**src/bcr_pkg.sv**
```systemverilog
package bcr_pkg;
    // Configuration offsets (byte addresses within the function's space)
    localparam logic [7:0]  BCR_DEVICE_IDENTIFIER_OFF = 8'h02;
    localparam logic [7:0]  BCR_BRIDGE_COMMAND_OFF    = 8'h04;
    // Dword-aligned addresses, one per register
    localparam logic [7:0]  BCR_DWORD0_OFF            = 8'h00;
    localparam logic [7:0]  BCR_DWORD1_OFF            = 8'h04;
    // Command field positions
    localparam int          BCR_PARITY_ERROR_REPORT_ENABLE_BIT   = 6;
    localparam int          BCR_SYSTEM_ERROR_MESSAGE_ENABLE_BIT  = 8;
    localparam int          BCR_INTERRUPT_ASSERTION_DISABLE_BIT  = 10;
    // Writable mask of command bits 15:5 covered here
    localparam logic [15:0] BCR_COMMAND_WRITE_MASK    = 16'h0540;
    // Reset value of the command register
    localparam logic [15:0] BCR_COMMAND_RESET         = 16'h0000;
    // Device identifier; value is arbitrary
    localparam logic [15:0] BCR_DEVICE_IDENTIFIER     = 16'h5a5a;
    // Interrupt message kinds
    typedef enum logic [1:0] {
        BCR_MSG_NONE,
        BCR_MSG_ASSERT,
        BCR_MSG_DEASSERT
    } bcr_msg_t;
endpackage : bcr_pkg

```
**src/bcr_cmd_bit.sv**
```systemverilog
`timescale 1ns/1ns
// One writable command bit with byte-lane write enable
module bcr_cmd_bit (
    // Clock and reset
    input  wire logic clock_in,
    input  wire logic srst_in,
    // Write path
    input  wire logic wr_en_in,
    input  wire logic wr_data_in,
    // Stored value
    output logic      bit_out
);
    import bcr_pkg::*;

    logic bit_reg;   // Stored command bit
    logic bit_next;  // Next value

    // Clear on reset, else update only on an enabled write
    always_comb begin
        bit_next = bit_reg;
        if (srst_in) begin
            bit_next = 1'b0;
        end else if (wr_en_in) begin
            bit_next = wr_data_in;
        end
    end

    // Register only
    always_ff @(posedge clock_in) begin
        bit_reg <= bit_next;
    end

    assign bit_out = bit_reg;
endmodule : bcr_cmd_bit

```
**src/bcr_bridge_command.sv**
```systemverilog
`timescale 1ns/1ns
// Overview of operation
// RL1 - Device identifier reads fixed at offset 2
// RL2 - Bits 15:11, 9, 7, 5 read zero
// RL3 - Clear disable bit permits own INTA messages
// RL4 - Set disable stops own messages, deasserts pending INTA
// RL5 - Disable gates only own PME/hot-plug interrupts
// RL6 - SERR enable sends primary-side errors only
// RL7 - Report if SERR enable or device control
// RL8 - Command-enabled SERR recorded in primary status
// RL9 - Bit 6 gates master parity error flag
// RL10 - Writable bits reset zero, byte-enabled writes
module bcr_bridge_command (
    // Clock and reset
    input  wire logic        clock_in,
    input  wire logic        srst_in,
    // Configuration access (dword address, byte enables)
    input  wire logic        cfg_rd_in,
    input  wire logic        cfg_wr_in,
    input  wire logic [7:0]  cfg_addr_in,
    input  wire logic [3:0]  cfg_be_in,
    input  wire logic [31:0] cfg_wdata_in,
    output logic [31:0]      cfg_rdata_out,
    output logic             cfg_rvalid_out,
    // Own interrupt source (PME or hot plug), level
    input  wire logic        own_intr_in,
    // Forwarded upstream interrupt messages, one-cycle
    input  wire logic        fwd_msg_valid_in,
    input  wire bcr_pkg::bcr_msg_t fwd_msg_kind_in,
    // Outgoing INTA message, one-cycle
    output logic             inta_msg_valid_out,
    output bcr_pkg::bcr_msg_t inta_msg_kind_out,
    // Error detection, one-cycle pulses; device control enable is a level
    input  wire logic        primary_err_in,
    input  wire logic        secondary_err_in,
    input  wire logic        devctl_err_en_in,
    input  wire logic        master_parity_err_in,
    // SERR message and status events, one-cycle
    output logic             serr_msg_out,
    output logic             serr_status_set_out,
    output logic             parity_status_set_out,
    // Command enables to the rest of the bridge
    output logic             system_error_message_enable_out,
    output logic             parity_error_report_enable_out,
    output logic             interrupt_assertion_disable_out
);
    import bcr_pkg::*;
    // Package holds every offset, mask and message kind

    // Command register image
    logic [15:0] command;          // Assembled command value
    // Write lane decode
    logic        wr_cmd_lo;        // Write to byte 0 of command
    logic        wr_cmd_hi;        // Write to byte 1 of command
    // Read answer state
    logic [31:0] rdata_next;       // Read data next
    logic [31:0] rdata_reg;        // Registered read data
    logic        rvalid_next;      // Read answer next
    logic        rvalid_reg;       // Read answer
    // Interrupt message state
    logic        intr_sent_reg;    // INTA currently asserted at far end
    logic        intr_sent_next;   // Next far-end INTA level
    logic        msg_valid_reg;    // Outgoing message strobe
    logic        msg_valid_next;   // Next message strobe
    bcr_msg_t    msg_kind_reg;     // Outgoing message kind
    bcr_msg_t    msg_kind_next;    // Next message kind
    // Error event state
    logic        serr_reg;         // SERR message pulse
    logic        serr_next;        // Next SERR message pulse
    logic        serr_stat_reg;    // Primary status event pulse
    logic        serr_stat_next;   // Next status event pulse
    logic        par_reg;          // Parity status event pulse
    logic        par_next;         // Next parity event pulse

    // Address match, used by read and write decode
    // Only bits 7:2 count, so any byte offset inside a dword selects it
    // Kept as a function because read and write decode both use it
    function automatic logic addr_hit(input logic [7:0] a, input logic [7:0] off);
        addr_hit = (a[7:2] == off[7:2]);
    endfunction : addr_hit

    // Command bits 15:0 sit in lanes 0 and 1 of dword 1
    // Lane 0 carries bit 6; lane 1 carries bits 10 and 8
    // A write with neither lane enabled changes nothing
    assign wr_cmd_lo = cfg_wr_in && addr_hit(cfg_addr_in, BCR_DWORD1_OFF) && cfg_be_in[0]; // RL10
    assign wr_cmd_hi = cfg_wr_in && addr_hit(cfg_addr_in, BCR_DWORD1_OFF) && cfg_be_in[1]; // RL10

    // Only writable positions get a flop; the rest stay zero
    // Hardwired bits get no flop, so no write can ever set them
    // Per-bit cells cost some wiring but keep every enable simple
    // Walk the covered positions 15:5
    genvar gi;
    generate
        for (gi = 5; gi < 16; gi++) begin : g_cmd
            if (BCR_COMMAND_WRITE_MASK[gi]) begin : g_rw
                // Bits below 8 sit in lane 0, the rest in lane 1
                bcr_cmd_bit u_bit (
                    .clock_in   (clock_in),
                    .srst_in    (srst_in),
                    .wr_en_in   ((gi < 8) ? wr_cmd_lo : wr_cmd_hi),
                    .wr_data_in (cfg_wdata_in[gi]),
                    .bit_out    (command[gi])
                ); // RL10
            end else begin : g_ro
                assign command[gi] = 1'b0; // RL2
            end
        end
    endgenerate
    // Bits 4:0 are handled elsewhere in the bridge; read zero here
    // Keeps the read image a full 16 bits wide
    assign command[4:0] = 5'h00;

    // Enables straight from the command flops
    // Levels, held until software rewrites them
    assign interrupt_assertion_disable_out = command[BCR_INTERRUPT_ASSERTION_DISABLE_BIT];
    assign system_error_message_enable_out = command[BCR_SYSTEM_ERROR_MESSAGE_ENABLE_BIT];
    assign parity_error_report_enable_out  = command[BCR_PARITY_ERROR_REPORT_ENABLE_BIT];

    // Read decode; unmapped offsets read zero
    // Answer one cycle after the strobe, whatever the address
    // Trade-off: a registered read adds a cycle but keeps decode off the output path
    always_comb begin
        // Defaults: zero data, answer follows the strobe
        rdata_next  = 32'h0000_0000;
        rvalid_next = cfg_rd_in;
        if (cfg_rd_in && addr_hit(cfg_addr_in, BCR_DWORD0_OFF)) begin
            // Dword 0 carries the identifier in its upper half
            rdata_next[31:16] = BCR_DEVICE_IDENTIFIER; // RL1
        end else if (cfg_rd_in && addr_hit(cfg_addr_in, BCR_DWORD1_OFF)) begin
            // Only bits 15:0 of dword 1 belong to the command register
            rdata_next[15:0] = command & BCR_COMMAND_WRITE_MASK; // RL2
        end
        // Reset wins over a read in the same cycle
        if (srst_in) begin
            rdata_next  = 32'h0000_0000;
            rvalid_next = 1'b0;
        end
    end

    // Own interrupt messages and forwarded traffic
    // Priority: forwarded traffic, then the withdraw, then the own level
    // At most one message a cycle, so the branches are exclusive
    // A forwarded message only delays an own change by one cycle
    // The sent flag mirrors the far end, so the withdraw goes out once
    always_comb begin
        // Defaults: hold the far-end level, no message
        intr_sent_next = intr_sent_reg;
        msg_valid_next = 1'b0;
        msg_kind_next  = BCR_MSG_NONE;
        // Forwarded messages pass regardless of the disable bit
        if (fwd_msg_valid_in) begin
            msg_valid_next = 1'b1; // RL5
            msg_kind_next  = fwd_msg_kind_in; // RL5
        end else if (interrupt_assertion_disable_out && intr_sent_reg) begin
            // Withdraw a pending assertion when disabled
            msg_valid_next = 1'b1; // RL4
            msg_kind_next  = BCR_MSG_DEASSERT; // RL4
            intr_sent_next = 1'b0; // RL4
        end else if (!interrupt_assertion_disable_out && own_intr_in != intr_sent_reg) begin
            // Follow the own source level while permitted
            // While disabled the level is not tracked; re-enable compares again
            msg_valid_next = 1'b1; // RL3
            msg_kind_next  = own_intr_in ? BCR_MSG_ASSERT : BCR_MSG_DEASSERT; // RL3
            intr_sent_next = own_intr_in; // RL3
        end
        // Reset forces all message state idle
        if (srst_in) begin
            intr_sent_next = 1'b0;
            msg_valid_next = 1'b0;
            msg_kind_next  = BCR_MSG_NONE;
        end
    end

    // SERR generation and parity status gating
    // Device control may raise the message but never the status event
    // Limitation: secondary_err_in is taken in but deliberately unused
    // Each event is a one-cycle pulse taken from a one-cycle input
    always_comb begin
        // Secondary-side errors never raise the message
        serr_next      = primary_err_in && (system_error_message_enable_out || devctl_err_en_in); // RL6 RL7
        serr_stat_next = primary_err_in && system_error_message_enable_out; // RL8
        par_next       = master_parity_err_in && parity_error_report_enable_out; // RL9
        // Reset clears every pending event
        if (srst_in) begin
            serr_next      = 1'b0;
            serr_stat_next = 1'b0;
            par_next       = 1'b0;
        end
    end

    // Read answer registers
    // Nothing but flops here; every decision sits in the comb blocks
    always_ff @(posedge clock_in) begin
        rdata_reg     <= rdata_next;
        rvalid_reg    <= rvalid_next;
    end

    // Interrupt message registers
    always_ff @(posedge clock_in) begin
        intr_sent_reg <= intr_sent_next;
        msg_valid_reg <= msg_valid_next;
        msg_kind_reg  <= msg_kind_next;
    end

    // Error event registers
    always_ff @(posedge clock_in) begin
        serr_reg      <= serr_next;
        serr_stat_reg <= serr_stat_next;
        par_reg       <= par_next;
    end

    // Read answer outputs
    assign cfg_rdata_out         = rdata_reg;
    assign cfg_rvalid_out        = rvalid_reg;
    // Interrupt message outputs
    assign inta_msg_valid_out    = msg_valid_reg;
    assign inta_msg_kind_out     = msg_kind_reg;
    // Error event outputs, all straight from flops
    // Status events feed the primary status register elsewhere in the bridge
    assign serr_msg_out          = serr_reg;
    assign serr_status_set_out   = serr_stat_reg;
    assign parity_status_set_out = par_reg;
endmodule : bcr_bridge_command

```
**config.mk**
```make
export PLATFORM = sky130hd
export DESIGN_NAME = bcr_bridge_command
export DESIGN_NICKNAME = d
export VERILOG_FILES = /design/src/bcr_pkg.sv /design/src/bcr_cmd_bit.sv /design/src/bcr_bridge_command.sv
export SDC_FILE = /design/constraint.sdc
export NUM_CORES = 1
export LEC_CHECK = 0
export ABC_CLOCK_PERIOD_IN_PS = 2200
export BUFFER_PORTS_ARGS = -buffer_cell sky130_fd_sc_hd__buf_4
export CAP_MARGIN = 20
export CORE_MARGIN = 1
export CORE_UTILIZATION = 34
export CTS_BUF_LIST = sky130_fd_sc_hd__clkbuf_8
export CTS_CLUSTER_DIAMETER = 80
export DETAILED_ROUTE_END_ITERATION = 8
export MAX_ROUTING_LAYER = met4
export PLACE_DENSITY = 0.95
export SYNTH_ARGS = -nofsm -noshare
export SYNTH_HDL_FRONTEND = slang
export SYNTH_HIERARCHICAL = 1
export SYNTH_SLANG_ARGS = --single-unit
```
**constraint.sdc**
```tcl
create_clock -name clock_in -period 2.2 [get_ports clock_in]
set_input_delay 0.33 -clock clock_in [delete_from_list [all_inputs] [get_ports clock_in]]
set_output_delay 0.33 -clock clock_in [all_outputs]
set_load 0.1 [all_outputs]
```
* After elaboration in Yosys (flattened, before gate mapping)
Cells that the tools add are included.
** Word-level totals
- Flip-flop bits (word level) :: 43
- Bits of input ports :: 56
- Output and inout port bits :: 42
- Word-level logic and storage cells :: 44
** Operators by class
- Eq/ne operators :: 2
- Mux-type cells :: 10
- Bitwise logic cells :: 2
- Reduce and logical (&&, ||, !) cells :: 17
** Operators by type and width (number)
- $mux W15 :: 1
- $logic_and A1 B1 Y1 :: 10
- $mux W2 :: 4
- $eq A6 B1 Y1 const B :: 1
- $logic_not A6 Y1 :: 1
- $mux W1 :: 5
- $reduce_or A3 Y1 :: 1
- $not A1 Y1 :: 2
- $reduce_and A2 Y1 :: 1
- $reduce_bool A2 Y1 :: 1
- $reduce_or A2 Y1 :: 1
- $logic_not A1 Y1 :: 1
- $logic_or A1 B1 Y1 :: 1
- $ne A1 B1 Y1 :: 1

* Logic depth before layout (Yosys ltp)
- Word-level depth :: 5
- Mapped depth :: 5
- Depth with buffers taken out :: 5

* Cells and area by module
Netlist, hierarchy kept.
** Modules (own cells, without submodules)
- bcr_bridge_command :: instances 1, cells an instance 71, area each 644.4 um^2, sequential area each 240.2 um^2
- bcr_cmd_bit :: instances 3, cells an instance 3, area each 33.8 um^2, sequential area each 20.0 um^2

* Least setup slack after synthesis
OpenSTA, ideal clock, no wires.
- Path kind :: reg2out
- Start point :: register cfg_rdata_out[28] (netlist name)
- End point :: output cfg_rdata_out[19]
- Arrival :: 1464 ps
- Required time :: 1870 ps
- Setup slack :: 406 ps
- Cell stages (with the launch flop) :: 2
- Buffers on the path :: 1
- Cell sequence :: dfxtp_1 buf_4
** RTL lines
- to (decl) :: line bcr_bridge_command.sv:23 : output logic [31:0] cfg_rdata_out,

==> metrics.md <==
| Metric | Value |
|---|---|
| Run status | `complete, no violations` |
| Asr flop ratio synth | `0%` |
| PostCTS Resize Cnt | `0` |
| Met3 usage in global routing | `under 10%` |
| Post-CTS Setup Inserts | `0` |
| Required time of the critical path | `~1.9 ns` |
| CP Data Arrival Time | `1.02 ns` |
| Critical path cell sequence | `buf_4` |
| Final std cells w/o fill | `between 100 and 150` |
| DIE AREA | `approximately 2400 µm²` |
| Port Buf Inserts | `42` |
| Fin crit share | `around three fifths` |
| Via density | `roughly 4.0` |
| DRC | `0` |
| Post-synth top area share | `between 40% and 50%` |
| Antenna cells | `0` |
| Hold buffers post-CTS | `0` |
| Global-route wire length before repair | `between 2000 and 2500 µm` |
| Fraction of layout cells with a size suffix above 1 | `43.22%` |
| Max_cap viols | `0` |
| Pin count of the biggest net entering global routing | `12` |
| Count leader, synth | `buf_4` |
| Netlist cell types | `20` |
| Starting density of the core | `between 30% and 40%` |
| Critical-path maximum fanout | `8` |
| Setup crit end kind | `primary output` |
| Clock-pin slew on the worst setup and hold paths | `~0.060 ns` |
| HP Class | `input port to register` |
| Clock tree buffer depth | `2` |
| 1st-pass router iterations | `4` |
| Cells after DPL | `141` |
| Boundary Pins | `98` |
| WL final | `around 1300 µm` |
| Final nets | `~180` |
| Largest family of logic cells by synthesized area | `buffers and inverters` |
| Post-synthesis mux area share | `under 10%` |
| RSZ-0062 raised after global routing | `no` |
| Synth Register Bits | `15` |
| Die Width | `between 40 and 50 µm` |
| Finish-stage setup viols | `0` |
| Critical path class | `register to primary output` |
| Total GRT Usage | `around an eighth` |
| Clk root buf | `clkbuf_8` |
| Synth Area per Inst | `between 9 and 10 µm²` |
| Worst path top cell family by delay | `flip-flops` |
| CP startpoint kind | `register` |
| Main synth FF type | `dfxtp_1` |
| Adder-Cell Fraction of Synth Area | `0%` |
| Mapped Cells | `80` |
| Post-Syn Area | `about 750 µm²` |
| Clock sinks | `15` |
| Cell taking the most area after synthesis | `dfxtp_1` |
| Yosys synthesis warning count | `6` |
| XOR/XNOR Fraction of Synth Area | `under 10%` |
| Initial antenna violation count | `0` |
| Pleak | `0.0005253 µW` |
| Vias in the first global route | `528` |
| Fmax | `about 740 MHz` |
| Routed via count | `approximately 580` |
| Per-cell routed wire length | `~8.9 µm` |
| Simple-gate portion of the synthesized area | `about a fifth` |
| Bufs and invs on worst path | `1` |
| Synth area leaders | `dfxtp_1 40%, buf_4 28%, nor2_1 5.5%, mux2i_1 5.4%, and2_1 2.5%` |
| Post-synth EDFFs | `0` |
| Worst skew pair latency | `0.24 ns` |
| Max reg flops | `4` |
| RD Place Congestion | `around 0.7` |
| Core Region | `2002 µm²` |
| Top Usage Layer GRT | `met2` |
| Commonest cells post-synth | `28 x buf_4, 15 x dfxtp_1, 11 x nor2_1` |
| Met1 Resource Use GR | `roughly 11%` |
| H-Tree Depth | `1` |
| Met2 usage | `21.99%` |
| Peak supply drop | `about 0.00042 V` |
| FF+latch area | `between 300 and 400 µm²` |
| Initial DRC count | `6` |
| Area delta synth->final | `34.90%` |
| Die Ht | `between 40 and 50 µm` |
| Num rows | `16` |
| Post-route minimum period | `roughly 1.4 ns` |
| Final HPWL DP | `between 1000 and 1500 µm` |
| Critical Path Max Stage Delay | `0.44 ns` |
| Final hold vios | `0` |
| Pwr/cell area | `between 700 and 800 nW/µm²` |
| TNS Setup | `0 ns` |
| Sequential element share of the synthesized area | `40.27%` |
| Slowest CP cell | `dfxtp_1` |
| Antenna viol nets, final | `0` |
| Compound-Gate Fraction of Synth Area | `between 2 and 2.5%` |
| Final Skew | `~0.0017 ns` |
| Multi-input gate area | `299.0 µm²` |
| Fin. max-slew vios | `0` |
| TritonCTS clock tree | `done` |
| Gr ovfl total | `0` |
| CTS Buf Count | `3` |
| Layout fillers | `196` |
==> routing by layer <==
layer	vias up	part of all wire (%)
met4	0	1.2
li1	281	-
met5	-	0
met3	2	13
met2	44	53
met1	249	33
==> where the power goes <==
group | leakage (µW) | switching, µW | total (µW) | internal [µW]
Combinational | 0.000378 | 219 | 259 | 39.7
Clock | 0.0000255 | 87.7 | 213 | 125
Sequential | 0.000122 | 2.51 | 281 | 278
==> through the flow <==
step           cell area, µm²  setup WS, ns  hold slack (ns)  util, %  power, µW
3_3_place_gp            959.7        0.8193           0.4465    47.94      543.7
5_1_grt                  1006        0.8016           0.3435    50.25      786.5
6_report                 1006        0.8493           0.3099    50.25      752.7
4_1_cts                  1006        0.8331           0.3106    50.25      760.8
3_5_place_dp            959.7        0.7740           0.4627    47.94      545.6
2_1_floorplan           820.8        0.4060           0.3991        -      529.6
==> tightest hold or removal path, cell delays in order <==
cell and delay, ns:
buf_4 0.08, nand2_1 0.04, nor2_1 0.07
==> cell families (layout without fill, tap and decap cells) <==
family                    after synthesis  count (layout)
muxes                                   4               4
and+or+nand+nor                        25              25
buffers and inverters                  31              49
DFF                                    15              15
other                                   1              21
xor gates and xnor gates                1               1
AOI/OAI and AO/OA                       3               3
==> cell usage in the layout, fill, tap and decap left out, types with 2 or more instances in the layout <==
cell type / count
a21oi_1: 2
nand2_1: 2
conb_1: 21
mux2i_1: 4
nor2_1: 11
clkbuf_8: 3
dfxtp_1: 15
and2_1: 3
buf_4: 42
inv_1: 3
==> path summary, 6_finish.rpt <==
| kind | startpoint | to | slack (ns) | cells after the start |
|---|---|---|---|---|
| min | master_parity_err_in | parity_status_set_out | 0.31 | 3 |
| min reg2reg | g_cmd[6].g_rw.u_bit/bit_out | parity_status_set_out | 0.46 | 2 |
| max reg2reg | g_cmd[10].g_rw.u_bit/bit_out | inta_msg_kind_out[1] | 1.22 | 3 |
| max | cfg_rdata_out[28] | cfg_rdata_out[30] | 0.85 | 1 |
==> final cells by class <==
| type | count | share of cell area, % |
|---|---|---|
| clock inverter | 1 | 0.4975 |
| clock buffer | 3 | 4.104 |
| timing repair buffer | 42 | 31.34 |
| tap | 27 | 3.358 |
| inverter | 3 | 1.119 |
| sequential | 15 | 29.85 |
| multi-input combinational | 54 | 29.73 |
(Power assumes the default switching activity.)
